$ cat config.mk
export PLATFORM = sky130hd
export DESIGN_NAME = tmb_timer
export DESIGN_NICKNAME = d
export VERILOG_FILES = /design/src/rtl/tmb_pkg.sv /design/src/rtl/tmb_osc_sync.sv /design/src/rtl/tmb_prescaler.sv /design/src/rtl/tmb_timer.sv
export SDC_FILE = /design/constraint.sdc
export NUM_CORES = 1
export LEC_CHECK = 0
export ABC_CLOCK_PERIOD_IN_PS = 2470
export BUFFER_PORTS_ARGS = -buffer_cell sky130_fd_sc_hd__buf_2
export CELL_PAD_IN_SITES_DETAIL_PLACEMENT = 0
export CELL_PAD_IN_SITES_GLOBAL_PLACEMENT = 1
export CORE_ASPECT_RATIO = 1.5
export CORE_MARGIN = 2
export CORE_UTILIZATION = 40
export CTS_CLUSTER_SIZE = 24
export DETAILED_ROUTE_END_ITERATION = 10
export PLACE_DENSITY = 0.89
export SYNTH_ARGS = -nofsm -noshare
export SYNTH_HDL_FRONTEND = slang
export SYNTH_SLANG_ARGS = --single-unit
$ cat constraint.sdc
create_clock -name ref_clk_in -period 2.47 [get_ports ref_clk_in]
set_input_delay 0.3705 -clock ref_clk_in [delete_from_list [all_inputs] [get_ports ref_clk_in]]
set_output_delay 0.3705 -clock ref_clk_in [all_outputs]
set_load 0.01 [all_outputs]
$ cat src/rtl/tmb_pkg.sv
package tmb_pkg;

   // ==========================================================
   // Register map (byte addresses, one aligned word each)
   // ==========================================================
   localparam logic [7:0] ADDR_COUNT_LOW     = 8'h00;
   localparam logic [7:0] ADDR_COUNT_HIGH    = 8'h04;
   localparam logic [7:0] ADDR_TIMER_CTRL    = 8'h08;
   localparam logic [7:0] ADDR_NEIGH_CTRL    = 8'h0C;
   localparam logic [7:0] ADDR_IRQ_REQUEST   = 8'h10;
   localparam logic [7:0] ADDR_IRQ_ENABLE    = 8'h14;

   // ==========================================================
   // Field positions
   // ==========================================================
   localparam int CTRL_WIDE_ACCESS_BIT  = 7;
   localparam int CTRL_PRESCALE_LO_BIT  = 4;
   localparam int CTRL_CLOCK_SOURCE_BIT = 1;
   localparam int CTRL_RUN_BIT          = 0;
   localparam int NEIGH_OSC_ENABLE_BIT  = 3;
   localparam int IRQ_OVERFLOW_BIT      = 1;

   // ==========================================================
   // Reset values
   // ==========================================================
   localparam logic [7:0]  CTRL_RESET       = 8'h00;
   localparam logic [7:0]  NEIGH_CTRL_RESET = 8'h00;
   localparam logic [7:0]  IRQ_RESET        = 8'h00;
   localparam logic [15:0] COUNT_RESET      = 16'h0000;
   localparam logic [15:0] COUNT_MAX        = 16'hFFFF;
   localparam logic [2:0]  PRESCALE_RESET   = 3'h0;

   localparam logic [1:0]  RESP_OKAY        = 2'h0;
   localparam logic [1:0]  RESP_SLVERR      = 2'h2;

   // ==========================================================
   // Carried groups
   // ==========================================================
   typedef struct packed {
      logic       wr_low;
      logic       wr_high;
      logic       rd_low;
      logic [7:0] wdata;
   } tmb_access_type;

   typedef struct packed {
      logic       wide_access_enable;
      logic [1:0] prescale_sel;
      logic       clock_source_select;
      logic       run;
   } tmb_ctrl_type;

endpackage

$ cat src/rtl/tmb_osc_sync.sv
`timescale 1ns/1ps
module tmb_osc_sync (
   input  wire logic ref_clk_in,
   input  wire logic rst_n_in,
   input  wire logic osc_pin_in,
   output logic      rise_out
);
   import tmb_pkg::*;

   // ==========================================================
   // Three-stage synchroniser, edge counted when stages 2 and 3 agree
   // ==========================================================
   logic s1;
   logic s2;
   logic s3;
   logic level;

   always_ff @(posedge ref_clk_in) begin
      if (!rst_n_in) begin
         s1    <= 1'b0;
         s2    <= 1'b0;
         s3    <= 1'b0;
         level <= 1'b0;
      end else begin
         s1 <= osc_pin_in;
         s2 <= s1;
         s3 <= s2;
         if (s2 == s3) begin
            level <= s3;
         end
      end
   end

   assign rise_out = (s2 == s3) && s3 && !level;
endmodule

$ cat src/rtl/tmb_prescaler.sv
`timescale 1ns/1ps
module tmb_prescaler (
   input  wire logic       ref_clk_in,
   input  wire logic       rst_n_in,
   input  wire logic       clear_in,
   input  wire logic       tick_in,
   input  wire logic [1:0] sel_in,
   output logic            tick_out
);
   import tmb_pkg::*;

   // ==========================================================
   // Divide by 1, 2, 4 or 8
   // ==========================================================
   logic [2:0] count;
   logic [2:0] limit;

   assign limit    = 3'((4'h1 << sel_in) - 4'h1);
   assign tick_out = tick_in && (count >= limit) && !clear_in;

   always_ff @(posedge ref_clk_in) begin
      if (!rst_n_in) begin
         count <= PRESCALE_RESET;
      end else if (clear_in) begin
         count <= PRESCALE_RESET;
      end else if (tick_in) begin
         count <= (count >= limit) ? PRESCALE_RESET : count + 3'h1;
      end
   end
endmodule

$ cat src/rtl/tmb_timer.sv
// Implementation choices: the placing of the registers and register access over AXI4-Lite.
`timescale 1ns/1ps
module tmb_timer (
   input  wire logic        ref_clk_in,
   input  wire logic        rst_n_in,
   input  wire logic        aux_osc_pin_in,
   output logic             aux_osc_run_out,
   output logic             irq_out,
   input  wire logic [7:0]  s_axi_awaddr_in,
   input  wire logic        s_axi_awvalid_in,
   output logic             s_axi_awready_out,
   input  wire logic [31:0] s_axi_wdata_in,
   input  wire logic [3:0]  s_axi_wstrb_in,
   input  wire logic        s_axi_wvalid_in,
   output logic             s_axi_wready_out,
   output logic [1:0]       s_axi_bresp_out,
   output logic             s_axi_bvalid_out,
   input  wire logic        s_axi_bready_in,
   input  wire logic [7:0]  s_axi_araddr_in,
   input  wire logic        s_axi_arvalid_in,
   output logic             s_axi_arready_out,
   output logic [31:0]      s_axi_rdata_out,
   output logic [1:0]       s_axi_rresp_out,
   output logic             s_axi_rvalid_out,
   input  wire logic        s_axi_rready_in
);
   import tmb_pkg::*;

   // ==========================================================
   // State
   // ==========================================================
   logic [15:0]    count;
   logic [7:0]     high_buffer;
   logic [7:0]     timer_control_reg;
   logic [7:0]     neighbour_timer_control_reg;
   logic [7:0]     irq_request_reg_b;
   logic [7:0]     irq_enable_reg_b;
   tmb_ctrl_type   ctrl;
   tmb_access_type acc;

   logic           aw_held;
   logic           w_held;
   logic [7:0]     aw_addr;
   logic [31:0]    w_data;
   logic [3:0]     w_strb;
   logic           do_write;
   logic           do_read;

   logic           osc_rise;
   logic           count_tick;
   logic           scaled_tick;
   logic           overflow;

   function automatic logic mapped(input logic [7:0] a);
      mapped = (a == ADDR_COUNT_LOW) || (a == ADDR_COUNT_HIGH) ||
               (a == ADDR_TIMER_CTRL) || (a == ADDR_NEIGH_CTRL) ||
               (a == ADDR_IRQ_REQUEST) || (a == ADDR_IRQ_ENABLE);
   endfunction

   assign ctrl.wide_access_enable  = timer_control_reg[CTRL_WIDE_ACCESS_BIT];
   assign ctrl.prescale_sel        = timer_control_reg[CTRL_PRESCALE_LO_BIT +: 2];
   assign ctrl.clock_source_select = timer_control_reg[CTRL_CLOCK_SOURCE_BIT];
   assign ctrl.run                 = timer_control_reg[CTRL_RUN_BIT];

   // ==========================================================
   // AXI4-Lite write channel: address and data taken in either order
   // ==========================================================
   assign s_axi_awready_out = !aw_held && !s_axi_bvalid_out;
   assign s_axi_wready_out  = !w_held && !s_axi_bvalid_out;
   assign do_write          = aw_held && w_held && !s_axi_bvalid_out;

   always_ff @(posedge ref_clk_in) begin
      if (!rst_n_in) begin
         aw_held          <= 1'b0;
         w_held           <= 1'b0;
         aw_addr          <= 8'h00;
         w_data           <= 32'h0000_0000;
         w_strb           <= 4'h0;
         s_axi_bvalid_out <= 1'b0;
         s_axi_bresp_out  <= RESP_OKAY;
      end else begin
         if (s_axi_awvalid_in && s_axi_awready_out) begin
            aw_held <= 1'b1;
            aw_addr <= s_axi_awaddr_in;
         end
         if (s_axi_wvalid_in && s_axi_wready_out) begin
            w_held <= 1'b1;
            w_data <= s_axi_wdata_in;
            w_strb <= s_axi_wstrb_in;
         end
         if (do_write) begin
            aw_held          <= 1'b0;
            w_held           <= 1'b0;
            s_axi_bvalid_out <= 1'b1;
            s_axi_bresp_out  <= mapped(aw_addr) ? RESP_OKAY : RESP_SLVERR;
         end else if (s_axi_bvalid_out && s_axi_bready_in) begin
            s_axi_bvalid_out <= 1'b0;
         end
      end
   end

   // Only the low byte lane carries register data; other lanes are ignored.
   assign acc.wr_low  = do_write && w_strb[0] && (aw_addr == ADDR_COUNT_LOW);
   assign acc.wr_high = do_write && w_strb[0] && (aw_addr == ADDR_COUNT_HIGH);
   assign acc.wdata   = w_data[7:0];

   // ==========================================================
   // AXI4-Lite read channel
   // ==========================================================
   assign s_axi_arready_out = !s_axi_rvalid_out;
   assign do_read           = s_axi_arvalid_in && s_axi_arready_out;
   assign acc.rd_low        = do_read && (s_axi_araddr_in == ADDR_COUNT_LOW);

   always_ff @(posedge ref_clk_in) begin
      if (!rst_n_in) begin
         s_axi_rvalid_out <= 1'b0;
         s_axi_rdata_out  <= 32'h0000_0000;
         s_axi_rresp_out  <= RESP_OKAY;
      end else if (do_read) begin
         s_axi_rvalid_out <= 1'b1;
         s_axi_rresp_out  <= mapped(s_axi_araddr_in) ? RESP_OKAY : RESP_SLVERR;
         case (s_axi_araddr_in)
            ADDR_COUNT_LOW:   s_axi_rdata_out <= {24'h000000, count[7:0]};
            ADDR_COUNT_HIGH: begin
               if (ctrl.wide_access_enable) begin
                  s_axi_rdata_out <= {24'h000000, high_buffer};
               end else begin
                  s_axi_rdata_out <= {24'h000000, count[15:8]};
               end
            end
            ADDR_TIMER_CTRL:  s_axi_rdata_out <= {24'h000000, timer_control_reg};
            ADDR_NEIGH_CTRL:  s_axi_rdata_out <= {24'h000000, neighbour_timer_control_reg};
            ADDR_IRQ_REQUEST: s_axi_rdata_out <= {24'h000000, irq_request_reg_b};
            ADDR_IRQ_ENABLE:  s_axi_rdata_out <= {24'h000000, irq_enable_reg_b};
            default:          s_axi_rdata_out <= 32'h0000_0000;
         endcase
      end else if (s_axi_rvalid_out && s_axi_rready_in) begin
         s_axi_rvalid_out <= 1'b0;
      end
   end

   // ==========================================================
   // Control registers
   // ==========================================================
   always_ff @(posedge ref_clk_in) begin
      if (!rst_n_in) begin
         timer_control_reg           <= CTRL_RESET;
         neighbour_timer_control_reg <= NEIGH_CTRL_RESET;
         irq_enable_reg_b            <= IRQ_RESET;
      end else if (do_write && w_strb[0]) begin
         case (aw_addr)
            ADDR_TIMER_CTRL: timer_control_reg           <= acc.wdata;
            ADDR_NEIGH_CTRL: neighbour_timer_control_reg <= acc.wdata;
            ADDR_IRQ_ENABLE: irq_enable_reg_b            <= acc.wdata;
            default:         timer_control_reg           <= timer_control_reg;
         endcase
      end
   end

   // ==========================================================
   // Clock source and prescaler
   // ==========================================================
   // The oscillator is gated off when disabled, so its edges cannot count.
   assign aux_osc_run_out =
      neighbour_timer_control_reg[NEIGH_OSC_ENABLE_BIT];

   tmb_osc_sync u_osc_sync (
      .ref_clk_in (ref_clk_in),
      .rst_n_in   (rst_n_in),
      .osc_pin_in (aux_osc_pin_in),
      .rise_out   (osc_rise)
   );

   always_comb begin
      if (ctrl.clock_source_select) begin
         count_tick = ctrl.run && osc_rise && aux_osc_run_out;
      end else begin
         count_tick = ctrl.run;
      end
   end

   tmb_prescaler u_prescaler (
      .ref_clk_in (ref_clk_in),
      .rst_n_in   (rst_n_in),
      .clear_in   (acc.wr_low),
      .tick_in    (count_tick),
      .sel_in     (ctrl.prescale_sel),
      .tick_out   (scaled_tick)
   );

   // ==========================================================
   // Counter and high-byte buffer
   // ==========================================================
   assign overflow = scaled_tick && (count == COUNT_MAX) && !acc.wr_low && !acc.wr_high;

   // A software write takes precedence over a coincident count tick.
   always_ff @(posedge ref_clk_in) begin
      if (!rst_n_in) begin
         count <= COUNT_RESET;
      end else if (acc.wr_low) begin
         if (ctrl.wide_access_enable) begin
            count <= {high_buffer, acc.wdata};
         end else begin
            count[7:0] <= acc.wdata;
         end
      end else if (acc.wr_high && !ctrl.wide_access_enable) begin
         count[15:8] <= acc.wdata;
      end else if (scaled_tick) begin
         count <= count + 16'h0001;
      end
   end

   always_ff @(posedge ref_clk_in) begin
      if (!rst_n_in) begin
         high_buffer <= 8'h00;
      end else if (acc.wr_high && ctrl.wide_access_enable) begin
         high_buffer <= acc.wdata;
      end else if (acc.rd_low && ctrl.wide_access_enable) begin
         high_buffer <= count[15:8];
      end
   end

   // ==========================================================
   // Interrupt: sticky flag, write one to clear, set wins
   // ==========================================================
   always_ff @(posedge ref_clk_in) begin
      if (!rst_n_in) begin
         irq_request_reg_b <= IRQ_RESET;
      end else begin
         if (do_write && w_strb[0] && (aw_addr == ADDR_IRQ_REQUEST)) begin
            irq_request_reg_b[IRQ_OVERFLOW_BIT] <= irq_request_reg_b[IRQ_OVERFLOW_BIT]
                                                   && !acc.wdata[IRQ_OVERFLOW_BIT];
         end
         if (overflow) begin
            irq_request_reg_b[IRQ_OVERFLOW_BIT] <= 1'b1;
         end
      end
   end

   assign irq_out = |(irq_request_reg_b & irq_enable_reg_b);
endmodule

==> qor.yml <==
timing:
  final_max_slew_viol_count: 0
  finalHoldViolCount: 0
  fin_crit_ns: 2.32
  tns_ns: 0
  finClkSkew_ns: 0.0101
  hold_slack_ns: 0.236
  fmax_ghz: 0.430
  worstMarginPinSlew_ns: 0.610
  min_period_over_period: 0.941
  fin_ws_ns: 0.145
  rsz0062_at_grt: "no"
  timing.slew.headroom: 0.583
  setup_viol: 0
final_layout:
  design_area_um2: 5320
  area_delta_synth_final_pct: 15.3
  fin_cells: 752
  drive_gt1_frac: 0.174
  antennaDiodeCount: 0
  regMostFlops: "count"
  largest_reg_flops: 16
  fin_util: 0.468
  nFillCells: 1137
  nets: 663
die:
  row_count: 48
  fp.dieW_um: 91.7
  initial_utilization: 0.406
  die-height_um: 135
  pin_count: 103
  core_um2: 11400
  die-area_um2: 12400
worst_setup_path:
  crit_path_end_kind: "flop"
  slowest_delay_ns: 0.62
  r2r-end: "count[9]$_SDFFE_PN0P_"
  cp_num_buf_inv: 0
  reg2reg_from: "aw_addr[5]$_SDFFE_PN0P_"
  startpoint_type: "flop"
  critPathTopFamily: "simple AND/OR/NAND/NOR gates"
  path_class: "reg2reg"
  cp_slowest_cell: "or4_4"
  cp_max_fo: 16
  path_cells: "or4_4 > or4_4 > a21boi_1 > a21bo_4 > o21ai_0 > a31oi_1"
  arrival_ns: 2.58
  critPathRequiredTime_ns: 2.73
  r2r_slack_ns: 0.15
  rr_worst_depth: 6
  cpMostUsedCell: "or4_4"
synthesis:
  synthFlopType: "dfxtp_1"
  synth-async-reset-ratio: 0
  syn_inst: 549
  synth_seq_cells: 87
  syn_area_um2: 4610
  synth-seq-area-share: 0.378
  synth_cell_type_count: 58
  synth_edf_count: 0
  syn_avg_cell_area_um2: 8.40
  yosysWarnings: 0
global_route:
  gr-total-overflow: 0
  antenna_found_initial: 0
  grt_pass1_wl_um: 19300
  grt_pass1_vias: 3897
  grt_max_degree: 39
  grt_util_all_layers: 0.197
clock_network:
  clock_latency_ns: 0.34
  cts_htree_levels: 3
  cts_root_buf: "clkbuf_16"
  cts_made_buffers: 9
  cts_buffer_depth: 2
  cts_tree: "yes"
  clkTransAtPathRegs_ns: 0.06
  clock-sinks: 87
place:
  place_congestion: 0.929
  numPortBuffers: 49
  hpwlAfterDp_um: 8570
  dp.cells: 736
  place_area_um2: 5000
  place_ws_ns: 0.0412
pwr:
  peakVddDrop_v: 0.000392
  p_leak_nw: 2.06
  power_density_nw_per_um2: 588
  total_power_mw: 3.12
hold_path:
  hold_path_depth: 2
  whs_endpoint: "u_osc_sync.s1$_SDFF_PN0_"
  min_from: "aux_osc_pin_in"
  hp-class: "in2reg"
route:
  finalWirelength_um: 11700
  wl_per_cell_um: 15.6
  ant_nets: 0
  drt_iter0_drc: 241
  route.vias.total: 4023
  vias_per_cell: 5.35
  drc_errors: 0
  drt_pass1_iterations: 4
flow_run:
  cap_violations: 0
status:
  status: "completed"
-- kinds of logic (layout without fill, tap and decap cells) --
kind of cell	Yosys count	after routing	share of synthesized area
xor+xnor	10	10	0.0190
other cells	1	26	0.000814
fa+ha+maj	6	6	0.0163
flops	87	87	0.378
compound gates	126	126	0.183
mux	48	48	0.105
buf+inv	67	95	0.0803
simple gates	204	204	0.217
-- cells in the mapped netlist (all sizes together) (6+ instances only) --
library cell	n	share of area
ha	6	0.016
a31oi	12	0.018
dfxtp	87	0.38
a211oi	6	0.0098
clkbuf	28	0.023
a21boi	20	0.033
nor2b	31	0.042
nand3	10	0.011
o21ai	31	0.035
and2	8	0.011
a21oi	21	0.023
mux2i	45	0.098
nand2	85	0.069
xnor2	8	0.015
nor2	34	0.028
buf	34	0.053
-- worst max-delay path by stage --
| stage | cells past startpoint | endpoint | startpoint |
|---|---|---|---|
| finish | 6 | count[9]$_SDFFE_PN0P_ | aw_addr[5]$_SDFFE_PN0P_ |
| global route | 6 | count[9]$_SDFFE_PN0P_ | aw_addr[5]$_SDFFE_PN0P_ |
| CTS | 9 | count[9]$_SDFFE_PN0P_ | timer_control_reg[4]$_SDFFE_PN0P_ |
| detailed placement | 8 | high_buffer[2]$_SDFFE_PN0P_ | s_axi_araddr_in[1] |
| global placement | 9 | count[2]$_SDFFE_PN0P_ | timer_control_reg[4]$_SDFFE_PN0P_ |
| floorplan | 8 | count[14]$_SDFFE_PN0P_ | aw_addr[5]$_SDFFE_PN0P_ |
-- final cells by class --
type	instances	area, um^2	share of cell area
Multi-Input combinational cell	420	2600	0.490
Clock buffer	11	243	0.0457
Timing Repair Buffer	74	458	0.0861
Clock inverter	5	65.1	0.0122
Tap cell	150	188	0.0353
Inverter	5	18.8	0.00353
Sequential cell	87	1740	0.328
-- power breakdown --
group / internal [mW] / total, mW / switching [mW] / leakage [nW]
Combinational: 0.0966 / 0.243 / 0.147 / 1.21
Clock: 0.821 / 1.39 / 0.571 / 0.150
Sequential: 1.44 / 1.49 / 0.0474 / 0.706
Total: 2.36 / 3.12 / 0.765 / 2.06
-- worst reg2reg max path, cell delays in order, from the launching register on --
cell,delay [ns]
dfxtp_1,0.31
or4_4,0.58
or4_4,0.62
a21boi_1,0.16
a21bo_4,0.30
o21ai_0,0.11
a31oi_1,0.16
-- what timing repair did --
item                                    in CTS  in global routing
endpoints found under the setup margin       0                  8
setup buffers                                0                  0
hold buffers                                 0                  0
gates resized for setup                      0                  1
hold endpoints to repair                     0                  0
-- layer usage --
layer	track usage	routed length, um	vias to the layer above
li1	-	-	1972
met5	0	0	-
met2	0.352	5990	126
met4	0.0909	323	0
met1	0.225	4800	1903
met3	0.0367	593	22
-- layout by cell type, fill, tap and decap left out, types with 21 or more instances in the layout --
cell type and instances:
conb_1 26, buf_4 23, nor2b_1 31, o21ai_0 28, nand2_1 85, mux2i_1 45, buf_2 49, dfxtp_1 87
a21oi_1 21, nor2_1 34
Note: power is estimated with default switching activity, not from simulation.
